===== config.mk =====
export PLATFORM = sky130hd
export DESIGN_NAME = acqs_sequencer
export DESIGN_NICKNAME = d
export VERILOG_FILES = /design/src/hw/acqs_pkg.sv /design/src/hw/acqs_sequencer.sv
export SDC_FILE = /design/constraint.sdc
export NUM_CORES = 1
export LEC_CHECK = 0
export ABC_CLOCK_PERIOD_IN_PS = 4500
export CAP_MARGIN = 5
export CORE_AREA = 10 10 182 184
export CTS_BUF_LIST = sky130_fd_sc_hd__clkbuf_8 sky130_fd_sc_hd__clkbuf_16
export DETAILED_ROUTE_END_ITERATION = 6
export DIE_AREA = 0 0 192 194
export DONT_BUFFER_PORTS = 1
export PLACE_DENSITY_LB_ADDON = 0.12
export SYNTH_ARGS = -nofsm -noshare
export SYNTH_HDL_FRONTEND = slang
export SYNTH_SLANG_ARGS = --single-unit

===== constraint.sdc =====
create_clock -name ref_clk -period 4.5 [get_ports ref_clk]
set_input_delay 0.45 -clock ref_clk [delete_from_list [all_inputs] [get_ports ref_clk]]
set_output_delay 0.45 -clock ref_clk [all_outputs]
set_load 0.01 [all_outputs]

===== src/hw/acqs_pkg.sv =====
package acqs_pkg;
  // Register byte offsets
  localparam logic [7:0] ACQS_OFF_CMD = 8'h00;
  localparam logic [7:0] ACQS_OFF_LATCH = 8'h04;
  localparam logic [7:0] ACQS_OFF_STATUS = 8'h08;
  localparam logic [7:0] ACQS_OFF_JMP_HI = 8'h0C;
  localparam logic [7:0] ACQS_OFF_JMP_LO = 8'h10;
  localparam logic [7:0] ACQS_OFF_CONFIG = 8'h14;
  localparam logic [7:0] ACQS_OFF_RESP = 8'h18;

  // Command word fields
  localparam int ACQS_CMD_FN_LSB = 0;
  localparam int ACQS_CMD_WD_LSB = 8;

  // Latch fields
  localparam int ACQS_LAT_NOC_LSB = 0;
  localparam int ACQS_LAT_CLK_LSB = 2;
  localparam int ACQS_LAT_PTL_LSB = 5;
  localparam logic [7:0] ACQS_LATCH_RST = 8'h00;

  // Jumper source codes
  localparam logic [2:0] ACQS_JMP_ZERO = 3'h0;
  localparam logic [2:0] ACQS_JMP_ONE = 3'h1;
  localparam logic [2:0] ACQS_JMP_L0 = 3'h2;
  localparam logic [2:0] ACQS_JMP_L1 = 3'h3;
  localparam logic [2:0] ACQS_JMP_L2 = 3'h4;
  localparam logic [26:0] ACQS_JMP_HI_RST = 27'h0000000;
  localparam logic [5:0] ACQS_JMP_LO_RST = 6'h00;
  localparam logic [1:0] ACQS_MODCNT_RST = 2'h1;

  // Function codes
  localparam logic [4:0] ACQS_F_READ_LATCH = 5'h03;
  localparam logic [4:0] ACQS_F_TEST_LAM = 5'h08;
  localparam logic [4:0] ACQS_F_RESET = 5'h09;
  localparam logic [4:0] ACQS_F_CLEAR_LAM = 5'h0A;
  localparam logic [4:0] ACQS_F_CONTINUOUS = 5'h0B;
  localparam logic [4:0] ACQS_F_SET_LATCH = 5'h11;
  localparam logic [4:0] ACQS_F_SINGLE = 5'h13;
  localparam logic [4:0] ACQS_F_LAM_OFF = 5'h18;
  localparam logic [4:0] ACQS_F_STOP = 5'h19;
  localparam logic [4:0] ACQS_F_LAM_ON = 5'h1A;
  localparam logic [4:0] ACQS_F_BUS_CLOCK = 5'h1B;

  // Timing
  localparam int ACQS_CLK_HZ = 50000000;
  localparam int ACQS_SCAN_NS_PER_CH = 5500;
  localparam int ACQS_SCAN_CYC_PER_CH = ACQS_SCAN_NS_PER_CH / (1000000000 / ACQS_CLK_HZ);
  localparam int ACQS_RATE_1_HZ = 200;
  localparam int ACQS_RATE_2_HZ = 1000;
  localparam int ACQS_RATE_3_HZ = 2000;
  localparam int ACQS_RATE_4_HZ = 5000;
  localparam int ACQS_RATE_5_HZ = 10000;
  localparam int ACQS_RATE_6_HZ = 20000;
  localparam int ACQS_RATE_7_HZ = 40000;
  localparam int ACQS_DIV_6 = ACQS_CLK_HZ / ACQS_RATE_6_HZ;
  localparam int ACQS_DIV_7 = ACQS_CLK_HZ / ACQS_RATE_7_HZ;
  localparam logic [15:0] ACQS_HALF_MODULE = 16'h4000;

  typedef enum logic [1:0] {
    ACQS_SCAN_IDLE,
    ACQS_SCAN_ARMED,
    ACQS_SCAN_WAIT
  } acqs_scan_t;
endpackage


===== src/hw/acqs_sequencer.sv =====
// The AHB-Lite register port and the placing of the registers were decided locally.
`timescale 1ns/100ps
module acqs_sequencer #(
  parameter int DIV_1 = 250000,
  parameter int DIV_2 = 50000,
  parameter int DIV_3 = 25000,
  parameter int DIV_4 = 10000,
  parameter int DIV_5 = 5000
) (
  input wire logic ref_clk,
  input wire logic rst_n,
  input wire logic hsel,
  input wire logic [31:0] haddr,
  input wire logic [1:0] htrans,
  input wire logic hwrite,
  input wire logic [2:0] hsize,
  input wire logic [31:0] hwdata,
  input wire logic hready,
  output logic [31:0] hrdata,
  output logic hreadyout,
  output logic hresp,
  input wire logic dataway_clear,
  input wire logic dataway_init,
  input wire logic stop_trigger_in,
  input wire logic external_sample_input,
  output logic sample_strobe,
  output logic channel_counter_reset,
  output logic readout_mode,
  output logic data_valid,
  output logic lam_line,
  output logic [2:0] post_trigger_latch_bits
);
  // Pin synchronisers
  logic [1:0] clr_sync_r, init_sync_r, stop_sync_r, ext_sync_r;
  logic ext_prev_r;
  // Bus data phase
  logic wr_pend_r;
  logic [7:0] wr_addr_r;
  // Software state
  logic [7:0] latch_r;
  logic [26:0] jmp_hi_r;
  logic [5:0] jmp_lo_r;
  logic [1:0] modcnt_r;
  logic [7:0] resp_data_r;
  logic resp_x_r, resp_q_r;
  // Sequencer state
  logic sample_en_r, counting_r, readout_r, valid_r, lam_pend_r, lam_en_r;
  logic [15:0] pt_count_r;
  logic [17:0] div_r;
  logic [13:0] scan_timer_r;
  acqs_pkg::acqs_scan_t scan_r, scan_nxt;
  // Output flops
  logic [31:0] hrdata_r;
  logic hreadyout_r;
  logic sample_strobe_r, chan_rst_r, lam_line_r;

  function automatic logic src_bit(input logic [2:0] sel, input logic [2:0] lat);
    logic b;
    b = 1'b0;
    case (sel)
      acqs_pkg::ACQS_JMP_ONE: b = 1'b1;
      acqs_pkg::ACQS_JMP_L0: b = lat[0];
      acqs_pkg::ACQS_JMP_L1: b = lat[1];
      acqs_pkg::ACQS_JMP_L2: b = lat[2];
      default: b = 1'b0;
    endcase
    return b;
  endfunction

  function automatic logic [17:0] rate_div(input logic [2:0] sel);
    logic [17:0] d;
    d = 18'h00000;
    case (sel)
      3'h1: d = 18'(DIV_1);
      3'h2: d = 18'(DIV_2);
      3'h3: d = 18'(DIV_3);
      3'h4: d = 18'(DIV_4);
      3'h5: d = 18'(DIV_5);
      3'h6: d = 18'(acqs_pkg::ACQS_DIV_6);
      3'h7: d = 18'(acqs_pkg::ACQS_DIV_7);
      default: d = 18'h00000;
    endcase
    return d;
  endfunction

  // Bus decode
  wire addr_phase = hsel && htrans[1] && hready;
  wire [7:0] addr_lo = haddr[7:0];
  wire cmd_wr = wr_pend_r && (wr_addr_r == acqs_pkg::ACQS_OFF_CMD);
  wire [4:0] fn = hwdata[acqs_pkg::ACQS_CMD_FN_LSB +: 5];
  wire [7:0] fn_wdata = hwdata[acqs_pkg::ACQS_CMD_WD_LSB +: 8];
  wire f_read_latch = cmd_wr && (fn == acqs_pkg::ACQS_F_READ_LATCH);
  wire f_test_lam = cmd_wr && (fn == acqs_pkg::ACQS_F_TEST_LAM);
  wire f_reset = cmd_wr && (fn == acqs_pkg::ACQS_F_RESET);
  wire f_clear_lam = cmd_wr && (fn == acqs_pkg::ACQS_F_CLEAR_LAM);
  wire f_cont = cmd_wr && (fn == acqs_pkg::ACQS_F_CONTINUOUS);
  wire f_set_latch = cmd_wr && (fn == acqs_pkg::ACQS_F_SET_LATCH);
  wire f_single = cmd_wr && (fn == acqs_pkg::ACQS_F_SINGLE);
  wire f_lam_off = cmd_wr && (fn == acqs_pkg::ACQS_F_LAM_OFF);
  wire f_stop = cmd_wr && (fn == acqs_pkg::ACQS_F_STOP);
  wire f_lam_on = cmd_wr && (fn == acqs_pkg::ACQS_F_LAM_ON);
  wire f_bus_clk = cmd_wr && (fn == acqs_pkg::ACQS_F_BUS_CLOCK);
  wire f_known = f_read_latch || f_test_lam || f_reset || f_clear_lam || f_cont
    || f_set_latch || f_single || f_lam_off || f_stop || f_lam_on || f_bus_clk;

  // Combined reset request
  wire seq_reset = f_reset || clr_sync_r[1] || init_sync_r[1];

  // Latch fields
  wire [1:0] noc_code = latch_r[acqs_pkg::ACQS_LAT_NOC_LSB +: 2];
  wire [2:0] clk_sel = latch_r[acqs_pkg::ACQS_LAT_CLK_LSB +: 3];
  wire [2:0] ptl = latch_r[acqs_pkg::ACQS_LAT_PTL_LSB +: 3];

  // Jumper plug: nine single bits, then the two shared groups
  logic [15:0] preset;
  always_comb begin
    preset = 16'h0000;
    for (int i = 0; i < 9; i++) begin
      preset[15 - i] = src_bit(jmp_hi_r[3 * i +: 3], ptl);
    end
    preset[6:4] = {3{src_bit(jmp_lo_r[5:3], ptl)}};
    preset[3:0] = {4{src_bit(jmp_lo_r[2:0], ptl)}};
  end

  // Wraps to zero for four modules, as a 16-bit counter does
  wire [15:0] terminal = 16'(acqs_pkg::ACQS_HALF_MODULE * {14'h0000, modcnt_r});
  wire at_terminal = (pt_count_r == terminal);
  wire run_out = readout_r;

  // Sample clock sources
  wire ext_selected = (clk_sel == 3'h0);
  wire int_tick = !ext_selected && (div_r == 18'h00001);
  wire ext_edge = ext_selected && ext_sync_r[1] && !ext_prev_r;
  wire bus_tick = f_bus_clk && ext_selected && !ext_sync_r[1];
  wire raw_sample = int_tick || ext_edge || bus_tick;
  wire gated_sample = raw_sample && sample_en_r && !run_out && !seq_reset;

  // Stop trigger, ignored once started
  wire stop_evt = (stop_sync_r[1] || f_stop) && !counting_r && !readout_r;

  // Channel count in channels: 4 << code
  wire [5:0] nchan = 6'(6'h04 << noc_code);
  wire [13:0] scan_wait = 14'(acqs_pkg::ACQS_SCAN_CYC_PER_CH * {26'h0000000, nchan});

  wire scan_done = (scan_r == acqs_pkg::ACQS_SCAN_WAIT) && (scan_timer_r == 14'h0001);
  wire count_done = counting_r && gated_sample && (16'(pt_count_r + 16'h0001) == terminal);
  wire idle_term = !counting_r && !readout_r && at_terminal && !seq_reset;
  wire enter_readout = count_done || idle_term;

  // Single-scan sequence
  always_comb begin
    scan_nxt = scan_r;
    unique case (scan_r)
      acqs_pkg::ACQS_SCAN_IDLE: begin
        if (f_single && !run_out) begin
          scan_nxt = acqs_pkg::ACQS_SCAN_ARMED;
        end
      end
      acqs_pkg::ACQS_SCAN_ARMED: begin
        if (gated_sample) begin
          scan_nxt = acqs_pkg::ACQS_SCAN_WAIT;
        end else if (f_cont) begin
          scan_nxt = acqs_pkg::ACQS_SCAN_IDLE;
        end
      end
      acqs_pkg::ACQS_SCAN_WAIT: begin
        if (scan_done) begin
          scan_nxt = acqs_pkg::ACQS_SCAN_IDLE;
        end
      end
    endcase
    if (seq_reset) begin
      scan_nxt = acqs_pkg::ACQS_SCAN_IDLE;
    end
  end

  // Sample enable next value
  logic sample_en_nxt;
  always_comb begin
    sample_en_nxt = sample_en_r;
    if (seq_reset) begin
      sample_en_nxt = 1'b1;
    end else if (enter_readout) begin
      sample_en_nxt = 1'b0;
    end else if ((scan_r == acqs_pkg::ACQS_SCAN_ARMED) && gated_sample) begin
      sample_en_nxt = 1'b0;
    end else if ((f_cont || f_single) && !run_out) begin
      sample_en_nxt = 1'b1;
    end
  end

  // Register read mux
  logic [31:0] rd_mux;
  always_comb begin
    rd_mux = 32'h00000000;
    case (addr_lo)
      acqs_pkg::ACQS_OFF_LATCH: rd_mux = {24'h000000, latch_r};
      acqs_pkg::ACQS_OFF_STATUS: rd_mux = {pt_count_r, 8'h00, scan_r, valid_r,
        counting_r, readout_r, sample_en_r, lam_en_r, lam_pend_r};
      acqs_pkg::ACQS_OFF_JMP_HI: rd_mux = {5'h00, jmp_hi_r};
      acqs_pkg::ACQS_OFF_JMP_LO: rd_mux = {26'h0000000, jmp_lo_r};
      acqs_pkg::ACQS_OFF_CONFIG: rd_mux = {30'h00000000, modcnt_r};
      acqs_pkg::ACQS_OFF_RESP: rd_mux = {22'h000000, resp_q_r, resp_x_r, resp_data_r};
      default: rd_mux = 32'h00000000;
    endcase
  end

  // Synchronisers
  always_ff @(posedge ref_clk) begin
    if (!rst_n) begin
      clr_sync_r <= 2'h0;
      init_sync_r <= 2'h0;
      stop_sync_r <= 2'h0;
      ext_sync_r <= 2'h0;
      ext_prev_r <= 1'b0;
    end else begin
      clr_sync_r <= {clr_sync_r[0], dataway_clear};
      init_sync_r <= {init_sync_r[0], dataway_init};
      stop_sync_r <= {stop_sync_r[0], stop_trigger_in};
      ext_sync_r <= {ext_sync_r[0], external_sample_input};
      ext_prev_r <= ext_sync_r[1];
    end
  end

  // AHB-Lite slave, zero wait states
  always_ff @(posedge ref_clk) begin
    if (!rst_n) begin
      wr_pend_r <= 1'b0;
      wr_addr_r <= 8'h00;
      hrdata_r <= 32'h00000000;
      hreadyout_r <= 1'b0;
    end else begin
      hreadyout_r <= 1'b1;
      wr_pend_r <= addr_phase && hwrite;
      wr_addr_r <= addr_lo;
      if (addr_phase && !hwrite) begin
        hrdata_r <= rd_mux;
      end
    end
  end

  // Software registers; jumpers and latch survive a sequencer reset
  always_ff @(posedge ref_clk) begin
    if (!rst_n) begin
      latch_r <= acqs_pkg::ACQS_LATCH_RST;
      jmp_hi_r <= acqs_pkg::ACQS_JMP_HI_RST;
      jmp_lo_r <= acqs_pkg::ACQS_JMP_LO_RST;
      modcnt_r <= acqs_pkg::ACQS_MODCNT_RST;
    end else begin
      if (f_set_latch) begin
        latch_r <= fn_wdata;
      end else if (wr_pend_r && (wr_addr_r == acqs_pkg::ACQS_OFF_LATCH)) begin
        latch_r <= hwdata[7:0];
      end
      if (wr_pend_r && (wr_addr_r == acqs_pkg::ACQS_OFF_JMP_HI)) begin
        jmp_hi_r <= hwdata[26:0];
      end
      if (wr_pend_r && (wr_addr_r == acqs_pkg::ACQS_OFF_JMP_LO)) begin
        jmp_lo_r <= hwdata[5:0];
      end
      if (wr_pend_r && (wr_addr_r == acqs_pkg::ACQS_OFF_CONFIG)) begin
        modcnt_r <= hwdata[1:0];
      end
    end
  end

  // Command response
  always_ff @(posedge ref_clk) begin
    if (!rst_n) begin
      resp_data_r <= 8'h00;
      resp_x_r <= 1'b0;
      resp_q_r <= 1'b0;
    end else if (cmd_wr) begin
      resp_x_r <= f_known;
      resp_q_r <= f_test_lam && lam_pend_r;
      resp_data_r <= f_read_latch ? latch_r : 8'h00;
    end
  end

  // Request flags; a new event beats a clear in the same cycle
  wire lam_set = scan_done || enter_readout;
  always_ff @(posedge ref_clk) begin
    if (!rst_n) begin
      lam_pend_r <= 1'b0;
      lam_en_r <= 1'b0;
      lam_line_r <= 1'b0;
    end else begin
      if (lam_set) begin
        lam_pend_r <= 1'b1;
      end else if (seq_reset || f_clear_lam) begin
        lam_pend_r <= 1'b0;
      end
      if (f_lam_on) begin
        lam_en_r <= 1'b1;
      end else if (f_lam_off) begin
        lam_en_r <= 1'b0;
      end
      lam_line_r <= lam_pend_r && lam_en_r;
    end
  end

  // Sample clock divider
  always_ff @(posedge ref_clk) begin
    if (!rst_n) begin
      div_r <= 18'h00000;
    end else if (ext_selected || div_r <= 18'h00001) begin
      div_r <= rate_div(clk_sel);
    end else begin
      div_r <= div_r - 18'h00001;
    end
  end

  // Post-trigger counter
  always_ff @(posedge ref_clk) begin
    if (!rst_n) begin
      counting_r <= 1'b0;
      readout_r <= 1'b0;
      pt_count_r <= 16'h0000;
    end else if (seq_reset) begin
      counting_r <= 1'b0;
      readout_r <= 1'b0;
      pt_count_r <= preset;
    end else if (enter_readout) begin
      counting_r <= 1'b0;
      readout_r <= 1'b1;
      pt_count_r <= terminal;
    end else if (counting_r) begin
      if (gated_sample) begin
        pt_count_r <= 16'(pt_count_r + 16'h0001);
      end
    end else if (stop_evt) begin
      counting_r <= 1'b1;
      pt_count_r <= preset;
    end else if (!readout_r) begin
      pt_count_r <= preset;
    end
  end

  // Sampling, single scan and data validity
  always_ff @(posedge ref_clk) begin
    if (!rst_n) begin
      sample_en_r <= 1'b1;
      scan_r <= acqs_pkg::ACQS_SCAN_IDLE;
      scan_timer_r <= 14'h0000;
      valid_r <= 1'b0;
      sample_strobe_r <= 1'b0;
      chan_rst_r <= 1'b0;
    end else begin
      sample_en_r <= sample_en_nxt;
      scan_r <= scan_nxt;
      if ((scan_r == acqs_pkg::ACQS_SCAN_ARMED) && gated_sample) begin
        scan_timer_r <= scan_wait;
      end else if (scan_timer_r != 14'h0000) begin
        scan_timer_r <= scan_timer_r - 14'h0001;
      end
      if (seq_reset) begin
        valid_r <= 1'b0;
      end else if (gated_sample) begin
        valid_r <= 1'b1;
      end
      sample_strobe_r <= gated_sample;
      chan_rst_r <= seq_reset || f_cont;
    end
  end

  assign hrdata = hrdata_r;
  assign hreadyout = hreadyout_r;
  assign hresp = 1'b0;
  assign sample_strobe = sample_strobe_r;
  assign channel_counter_reset = chan_rst_r;
  assign readout_mode = readout_r;
  assign data_valid = valid_r;
  assign lam_line = lam_line_r;
  assign post_trigger_latch_bits = ptl;
endmodule


==> reports/results.tsv, run 1 <==
metric	value	unit
status	finished, final reports clean	
leakage	3.29	nW
Sink Count	163	
WP data required	4830	ps
FF-to-FF setup slack	1560	ps
Syn Area/Cell	7.79	um2
first-pass GRT wire length	45.1	mm
Comb pwr share	0.113	
register area share after synthesis	0.389	
most instantiated cells after synthesis	dfxtp_1 (163), nand2_1 (157), nor2_1 (109), a21oi_1 (98), clkbuf_1 (61)	
Clock transition at path regs	70	ps
WS Path Type	flop to flop	
Tot GR Track Use	0.155	
largest net degree at the start of global routing	55	
Core Region	29400	um2
Post-CTS Resized	0	
# hold bufs at CTS	0	
via count	7608	
CTS tree	built	
crit path time final	2940	ps
worst rel slew slack	0.334	
Detailed Place HPWL	20.7	mm
Tcrit/Tclk final	0.653	
Final Hold Violating Endpoints	0	
total net switching power	0.915	mW
post-synthesis async set-or-reset flop share	0	
Reg area	3260	um2
Layout fillers	3225	
Top Ports	120	
syn nets	1170	
Die W	192	um
worst slew pin tran	996	ps
area delta synth->final	11.0	%
Wirelength per Cell	19.9	um
DIE AREA	37200	um2
Cell variety after synth	74	
ANT nets after route	0	
clk_skew	12.7	ps
Hold Path Class	input pin to flop	
share of the synthesized area in the top cell type	0.389	
layout cell share with drive strength beyond 1	0.0656	
Achievable Freq	0.340	GHz
port bufs	0	
CTS Buf Count	17	
Via density	5.28	
Setup crit end	scan_timer_r[5]$_SDFFE_PN0P_	
clock tree buffer depth	2	
worst-case vdd ir drop	0.171	mV
initial DRC count	441	
Die Y-Extent	194	um
Syn Inst Count	1078	
Rows	63	
Area contributors post-synth	dfxtp_1 (39%), nand2_1 (7.0%), a21oi_1 (5.8%), nor2_1 (4.9%), o21ai_0 (3.0%)	
Sequential Power Share	0.447	
RSZ-0062 raised after global routing	false	
wirelength, routed	28.7	mm
final setup TNS	0	ps
CP Launch Type	flop	
dpl cells	1410	
clk_lat worst skew	440	ps
fin. max-slew vios	0	
# nets final	1131	
Worst R2R End	scan_timer_r[5]$_SDFFE_PN0P_	
crit path max fanout	11	
starting density of the core	0.286	
Multi-input gate area	4760	um2
Post CTS Setup Buffer Count	0	
DRC viols	0	
final setup fails	0	
Worst R2R Path Depth	7	
Seq cells post-synth	163	
vias in the first global route	7330	
Clk pwr share	0.440	
mapped cell area	8400	um2
initial antenna violation count	0	
Post-Layout Cell Count	1442	
total number of yosys warnings	0	
clock root buffer	clkbuf_16	
drt pass-1 iters	5	
htree depth	4	
Critical R2R Launch	div_r[14]$_SDFF_PN0_	
Max-cap violations	0	
internal power	2.54	mW
PD cells	371	nW/um2
gpl congestion	0.827	
Crit path arrival time	3270	ps
Top FF cell, synth	dfxtp_1	
global route overflow	0	
CP endpoint kind	flop	
Post-synth EDFFs	0	
cell taking the most area after synthesis	dfxtp_1	
Net Sw Frac	0.265	
crit path from	div_r[14]$_SDFF_PN0_	
most common cell in the synthesized netlist	dfxtp_1	
antenna cells	0	
==> registers in the layout, indices dropped and copies added, names as in the netlist, 6 cells and up <==
register and count:
jmp_lo_r 6, resp_data_r 8, div_r 18, wr_addr_r 8, pt_count_r 16, hrdata 32
scan_timer_r 14, latch_r 8, jmp_hi_r 27
==> per-stage QoR <==
| step | setup WS [ps] | hold slack, ps | area, um2 | utilization | total power, mW |
|---|---|---|---|---|---|
| finish | 1560 | 62.9 | 9320 | 0.317 | 3.46 |
| detailed placement | 1590 | 427 | 8720 | 0.296 | 1.97 |
| global route | 1400 | 32.5 | 9320 | 0.317 | 3.63 |
| global placement | 1610 | 421 | 8720 | 0.296 | 1.97 |
| CTS | 1580 | 37.3 | 9320 | 0.317 | 3.51 |
| floorplan | 2030 | 412 | 8400 | - | 1.89 |
==> final cells by class <==
| class | instances | area share |
|---|---|---|
| multi-input combinational | 820 | 0.511 |
| sequential | 163 | 0.350 |
| tap | 390 | 0.0524 |
| inverter | 19 | 0.00765 |
| clock buffer | 18 | 0.0471 |
| timing repair buffer | 18 | 0.0145 |
| clock inverter | 14 | 0.0176 |
==> worst max-delay path: stages (launching register included) <==
cell	delay, ps
dfxtp_1	330
or4_4	550
or3_4	380
o31a_4	400
nand4b_1	520
and2_1	400
a22oi_1	190
nor2_1	50
==> logic make-up after synthesis <==
logic type                 count (synthesis)  synth area share
AOI/OAI and AO/OA                        255             0.188
xor gates and xnor gates                  37            0.0386
adders and majority gates                 15            0.0222
buffers and inverters                     95            0.0459
DFF                                      163             0.389
muxes                                     26            0.0311
other                                      1          0.000447
and+or+nand+nor                          486             0.285
==> per-layer routing <==
layer  global-route usage  wire (um)
met1                0.205      13500
met2                0.237      13000
met3               0.0437       1720
met4               0.0495        504
met5                    0          0
==> placed cells by master (no fill, tap or decap), types with 10 or more instances in the layout <==
cell / instances
a211oi_1: 10
a21oi_1: 98
a22oi_1: 29
and2_1: 40
and3_1: 11
buf_4: 18
clkbuf_16: 17
dfxtp_1: 163
ha_1: 14
inv_1: 21
mux2i_1: 25
nand2_1: 157
nand3_1: 42
nand4_1: 15
nor2_1: 109
nor3_1: 38
nor4_1: 11
o21ai_0: 51
xnor2_1: 21
xor2_1: 16
==> worst min path at each step <==
stage,start,end,slack [ps],cells past startpoint
2_1_floorplan,clr_sync_r[0]$_SDFF_PN0_,clr_sync_r[1]$_SDFF_PN0_,410,1
3_3_place_gp,ext_sync_r[0]$_SDFF_PN0_,ext_sync_r[1]$_SDFF_PN0_,420,1
3_5_place_dp,clr_sync_r[0]$_SDFF_PN0_,clr_sync_r[1]$_SDFF_PN0_,430,1
4_1_cts,rst_n,hreadyout$_DFF_P_,40,0
5_1_grt,rst_n,hreadyout$_DFF_P_,30,0
6_report,rst_n,hreadyout$_DFF_P_,60,0
==> power groups by stage <==
stage               Sequential [mW]  Clock [mW]  Combinational (mW)
finish                         1.55        1.52               0.390
global route                   1.55        1.63               0.452
CTS                            1.55        1.57               0.396
detailed placement             1.58           0               0.395
global placement               1.58           0               0.396
floorplan                      1.56           0               0.337
Power figures use the tool's default switching activity.
==> run 2: changes to the inputs <==
--- a/config.mk
+++ b/config.mk
@@ -5,7 +5,7 @@
 export SDC_FILE = /design/constraint.sdc
 export NUM_CORES = 1
 export LEC_CHECK = 0
-export ABC_CLOCK_PERIOD_IN_PS = 4500
+export ABC_CLOCK_PERIOD_IN_PS = 3100
 export CAP_MARGIN = 5
 export CORE_AREA = 10 10 182 184
 export CTS_BUF_LIST = sky130_fd_sc_hd__clkbuf_8 sky130_fd_sc_hd__clkbuf_16
==> constraint.sdc (replaced) <==
create_clock -name ref_clk -period 3.1 [get_ports ref_clk]
set_input_delay 0.31 -clock ref_clk [delete_from_list [all_inputs] [get_ports ref_clk]]
set_output_delay 0.31 -clock ref_clk [all_outputs]
set_load 0.01 [all_outputs]
==> run 2 against run 1 <==
Against the previous run: core utilization grew 1.6 points; maximum frequency grew 7.5%; count of clock-buffer cells in the layout grew 1; sequential cell count is the same; hold slack lost 50 ps; first-iteration DRC count grew 15%; largest cell class unchanged.
==> reports/results.tsv, run 2 (same netlist as run 1, synthesis figures left out) <==
metric	value	unit	change
port bufs	0		unchanged
Die W	192	um	unchanged
worst-case vdd ir drop	0.260	mV	+52%
finished layout cell area	9800	um2	+5.2%
largest net degree at the start of global routing	59		+7.3%
Wirelength per Cell	19.9	um	+0.17%
final setup fails	0		unchanged
clock root buffer	clkbuf_16		
Tcrit/Tclk final	0.882		+0.229
wirelength, routed	29.7	mm	+3.6%
initial antenna violation count	0		unchanged
status	finished, final reports clean		
worst slew pin tran	866	ps	-130 ps
CTS tree	built		
final worst slack	366	ps	-1200 ps
# nets final	1182		+4.5%
Detailed Place HPWL	20.9	mm	+1.3%
Max-cap violations	0		unchanged
layout cell share with drive strength beyond 1	0.0808		+0.0152
CP Launch Type	flop		
Top Ports	120		unchanged
# hold bufs at CTS	32		+32
antenna cells	0		unchanged
ANT nets after route	0		unchanged
DRC viols	0		unchanged
final setup TNS	0	ps	unchanged
Crit path arrival time	3050	ps	-220 ps
Hold Path Class	input pin to flop		
WS Path Type	flop to flop		
global route overflow	0		unchanged
via count	7859		+3.3%
worst rel slew slack	0.422		+0.0881
fin. max-slew vios	0		unchanged
initial DRC count	506		+15%
clk_skew	9.09	ps	-3.60 ps
PD cells	520	nW/um2	+40%
commonest non-fill, non-tap cell in the layout	dfxtp_1		
Clock transition at path regs	70	ps	about the same
max FFs per register	32		unchanged
drt pass-1 iters	5		unchanged
met1 usage	0.215		+0.00982
Rows	63		unchanged
htree depth	4		unchanged
RSZ-0062 raised after global routing	false		
gpl congestion	0.858		+3.8%
Post-CTS Resized	0		unchanged
crit path max fanout	11		unchanged
WP data required	3410	ps	-1420 ps
Final Hold Violating Endpoints	0		unchanged
met2 Use GR	0.250		+0.0134
clock tree buffer depth	2		unchanged
CP endpoint kind	flop		
Core Region	29400	um2	unchanged
vias in the first global route	7581		+3.4%
area delta synth->final	16.7	%	
DIE AREA	37200	um2	unchanged
GRT Max-Usage Layer	met2		
M3 GR Usage	0.0367		-0.00701
most frequent cells in the layout	dfxtp_1 (163), nand2_1 (157), nor2_1 (109)		
Sink Count	163		unchanged
Post CTS Setup Buffer Count	0		unchanged
Achievable Freq	0.366	GHz	+7.5%
starting density of the core	0.286		unchanged
first-pass GRT wire length	46.4	mm	+2.9%
Tot GR Track Use	0.159		+0.00384
Die Y-Extent	194	um	unchanged
post-place instance area	8870	um2	+1.8%
Via density	5.27		-0.16%
crit path time final	2730	ps	-204 ps
CTS Buf Count	17		unchanged
clk_lat worst skew	430	ps	about the same
leakage	3.52	nW	+6.9%
setup slack at placement	361	ps	-1230 ps
==> run 2: cell types whose count changed in the layout (fill, tap and decap cells not counted), sizes merged <==
cell	change
clkinv	-1
clkbuf	+1
dlygate4sd3	+32
buf	+19
inv	-2
clkinvlp	+1
==> run 2: final timing paths <==
check,cells past startpoint,start,endpoint,slack [ps]
worst min-delay path,2,hwdata[2],jmp_hi_r[2]$_SDFFE_PN0P_,10
worst max register to register,7,div_r[12]$_SDFF_PN0_,pt_count_r[10]$_SDFFE_PN0P_,370
worst max-delay path,7,div_r[12]$_SDFF_PN0_,pt_count_r[10]$_SDFFE_PN0P_,370
worst min register to register,1,init_sync_r[0]$_SDFF_PN0_,init_sync_r[1]$_SDFF_PN0_,430
==> run 2: final cells by class <==
| type | count | area, um2 |
|---|---|---|
| clock buffer | 19 | 453 |
| clock inverter | 12 | 155 |
| fill | 3146 | 19600 |
| inverter | 19 | 71.3 |
| multi-input combinational | 820 | 4760 |
| sequential | 163 | 3260 |
| tap | 390 | 488 |
| timing repair buffer | 69 | 611 |
==> run 2: routing by layer <==
| metal | share of wire | wire length, um |
|---|---|---|
| met5 | 0 | 0 |
| met4 | 0.010 | 305 |
| met3 | 0.050 | 1490 |
| met2 | 0.46 | 13700 |
| met1 | 0.48 | 14200 |
==> run 2: critical path, stage by stage (launching register included) <==
cell     delay, ps
dfxtp_1        340
or4_4          540
or3_4          380
o31a_4         400
nor3_4         210
a41o_2         370
or2_4          270
o22ai_1        110
==> run 2: report_power, final <==
| part | total, mW | internal (mW) | switching [mW] | leakage, nW |
|---|---|---|---|---|
| clock network | 2.23 | 1.31 | 0.921 | 0.289 |
| registers | 2.24 | 2.16 | 0.0784 | 1.32 |
| logic | 0.621 | 0.272 | 0.349 | 1.91 |
==> run 2: stage by stage <==
step / power (mW) / std cells / hold slack, ps / util
2_1_floorplan: 2.75 / 1078 / 338 / -
3_3_place_gp: 2.88 / 1429 / 355 / 0.302
3_5_place_dp: 2.88 / 1429 / 355 / 0.302
4_1_cts: 5.16 / 1492 / 0.393 / 0.333
5_1_grt: 5.33 / 1492 / 3.26 / 0.333
6_report: 5.09 / 1492 / 12.8 / 0.333
==> run 3: changes to the inputs <==
--- a/config.mk
+++ b/config.mk
@@ -5,7 +5,7 @@
 export SDC_FILE = /design/constraint.sdc
 export NUM_CORES = 1
 export LEC_CHECK = 0
-export ABC_CLOCK_PERIOD_IN_PS = 3100
+export ABC_CLOCK_PERIOD_IN_PS = 2380
 export CAP_MARGIN = 5
 export CORE_AREA = 10 10 182 184
 export CTS_BUF_LIST = sky130_fd_sc_hd__clkbuf_8 sky130_fd_sc_hd__clkbuf_16
==> constraint.sdc (replaced) <==
create_clock -name ref_clk -period 2.38 [get_ports ref_clk]
set_input_delay 0.238 -clock ref_clk [delete_from_list [all_inputs] [get_ports ref_clk]]
set_output_delay 0.238 -clock ref_clk [all_outputs]
set_load 0.01 [all_outputs]
==> run 3 against run 2 <==
Against the previous run: the run now ends with negative setup slack left; highest routed layer unchanged; global-route usage is 0.81 points higher; critical endpoint is now div_r[7]$_SDFF_PN0_; wire length grew 4.2%; sequential power grew 29%; cell area rose by 8.8%; critical path depth down 2; final cell count grew 6.4%.
==> reports/results.tsv, run 3 (same netlist as run 1, synthesis figures left out) <==
metric	value	unit	change
status	finished with violations		
violations in the final reports	negative setup slack		
area delta synth->final	27.0	%	
Tot GR Track Use	0.167		+0.00809
wirelength, routed	31.0	mm	+4.2%
worst hold path endpoint	latch_r[6]$_SDFFE_PN0P_		
Die W	192	um	unchanged
ANT nets after route	0		unchanged
PD cells	626	nW/um2	+20%
Clock transition at path regs	70	ps	about the same
CTS Buf Count	17		unchanged
crit path max fanout	3		-8
Comb pwr share	0.156		+0.034
starting density of the core	0.286		unchanged
Critical R2R Launch	div_r[14]$_SDFF_PN0_		
worst-case vdd ir drop	0.505	mV	+94%
clock root buffer	clkbuf_16		
initial DRC count	543		+7.3%
Detailed Place HPWL	22.2	mm	+6.0%
Sink Count	163		unchanged
Die Y-Extent	194	um	unchanged
CP endpoint kind	flop		
final core occ	0.363		+0.0293
Wirelength per Cell	19.5	um	-2.1%
first-pass GRT wire length	48.7	mm	+4.8%
clk_skew	13.7	ps	+4.64 ps
initial antenna violation count	1		+1
critical path, cell by cell	or4_4, or3_4, or4_1, maj3_2, o221a_2		
Worst R2R Path Depth	5		-2
final setup fails	9		+9
worst rel slew slack	0.492		+0.0698
Max-cap violations	0		unchanged
setup slack at placement	-83.7	ps	-444 ps
most frequent cells in the layout	dfxtp_1 (162), nand2_1 (156), buf_4 (114)		
Rows	63		unchanged
leakage	4.02	nW	+14%
Crit path arrival time	2780	ps	-270 ps
Via density	5.11		-2.9%
Clk pwr share	0.410		-0.028
RSZ-0062 raised after global routing	true		
worst slew pin tran	756	ps	-110 ps
Multi-input gate area	4850	um2	+1.9%
commonest non-fill, non-tap cell in the layout	dfxtp_1		
gpl congestion	0.847		-1.3%
Tcrit/Tclk final	1.03		+0.144
post-place instance area	9520	um2	+7.3%
via count	8122		+3.3%
WP data required	2720	ps	-690 ps
CTS tree	built		
Top Ports	120		unchanged
total power	6.67	mW	+31%
Worst R2R End	div_r[7]$_SDFF_PN0_		
Core Region	29400	um2	unchanged
hold_ws	14.6	ps	+1.80 ps
global route overflow	0		unchanged
layout cell share with drive strength beyond 1	0.162		+0.0812
Layout fillers	3132		-0.45%
Reg area	3260	um2	about the same
Final Hold Violating Endpoints	0		unchanged
Sequential Power Share	0.434		-0.006
drt pass-1 iters	5		unchanged
finished layout cell area	10700	um2	+8.8%
final setup TNS	-312	ps	-312 ps
CP peak stage delay	540	ps	about the same
dpl cells	1512		+5.8%
# nets final	1277		+8.0%
crit path time final	2440	ps	-293 ps
CP Launch Type	flop		
port bufs	0		unchanged
vias in the first global route	7988		+5.4%
crit path max-delay cell type	or4_4		
clock tree buffer depth	2		unchanged
FF-to-FF setup slack	-60	ps	-430 ps
htree depth	4		unchanged
fin. max-slew vios	0		unchanged
max FFs per register	32		unchanged
WS Path Type	flop to flop		
DIE AREA	37200	um2	unchanged
total net switching power	1.88	mW	+39%
antenna cells	0		unchanged
final worst slack	-60.5	ps	-427 ps
WHS Path Cells	2		unchanged
clk_lat worst skew	450	ps	+20 ps
Post-Layout Cell Count	1588		+6.4%
internal power	4.80	mW	+28%
Hold Startpoint	hwdata[14]		
Achievable Freq	0.410	GHz	+12%
Hold Path Class	input pin to flop		
Net Sw Frac	0.281		+0.0165
DRC viols	0		unchanged
largest net degree at the start of global routing	46		-22%
==> run 3: cell types whose count changed in the layout (fill, tap and decap cells not counted), sizes merged <==
cell | before | now
buf | 37 | 124
dlygate4sd3 | 32 | 38
bufinv | 3 | 1
clkinv | 2 | 4
inv | 22 | 24
or2 | 4 | 5
==> run 3: critical path, delay by kind of cell (launching register included) <==
kind            cells  cell delay [ps]
flops               1              310
compound gates      1              260
fa+ha+maj           1              330
simple gates        3             1430
==> run 3: how the worst max path moves through the flow <==
stage / to / start / cells past startpoint
after floorplan: div_r[7]$_SDFF_PN0_ / div_r[14]$_SDFF_PN0_ / 6
after global placement: pt_count_r[10]$_SDFFE_PN0P_ / pt_count_r[6]$_SDFFE_PN0P_ / 9
after detailed placement: scan_timer_r[6]$_SDFFE_PN0P_ / div_r[14]$_SDFF_PN0_ / 7
after CTS: pt_count_r[10]$_SDFFE_PN0P_ / div_r[14]$_SDFF_PN0_ / 8
after global routing: pt_count_r[10]$_SDFFE_PN0P_ / div_r[14]$_SDFF_PN0_ / 8
final: div_r[7]$_SDFF_PN0_ / div_r[14]$_SDFF_PN0_ / 5
==> run 3: what timing repair did <==
item,4_1_cts,5_1_grt
gates resized for setup,12,25
setup endpoints to repair,24,52
gates cloned,1,2
buffers inserted,0,2
pin swaps,2,14
endpoints found under the hold margin,86,0
hold buffers,39,0
==> run 3: layout make-up <==
| type | count | area share |
|---|---|---|
| Multi-Input combinational cell | 821 | 0.455 |
| Sequential cell | 163 | 0.306 |
| Timing Repair Buffer | 163 | 0.133 |
| Tap cell | 390 | 0.0458 |
| Clock buffer | 18 | 0.0412 |
| Clock inverter | 14 | 0.0123 |
| Inverter | 19 | 0.00669 |
==> run 3: routing by layer <==
| layer | up-vias | share of wire | GRT usage |
|---|---|---|---|
| li1 | 4040 | - | - |
| met1 | 3873 | 0.48 | 0.229 |
| met2 | 185 | 0.45 | 0.256 |
| met3 | 24 | 0.054 | 0.0390 |
| met4 | 0 | 0.014 | 0.0421 |
| met5 | - | 0 | 0 |
==> run 3: power groups by stage <==
stage / logic (mW) / registers (mW) / clock network, mW
detailed placement: 0.909 / 2.96 / 0
CTS: 1.03 / 2.90 / 2.82
global placement: 0.915 / 2.96 / 0
floorplan: 0.638 / 2.94 / 0
finish: 1.04 / 2.90 / 2.74
global route: 1.15 / 2.91 / 2.91
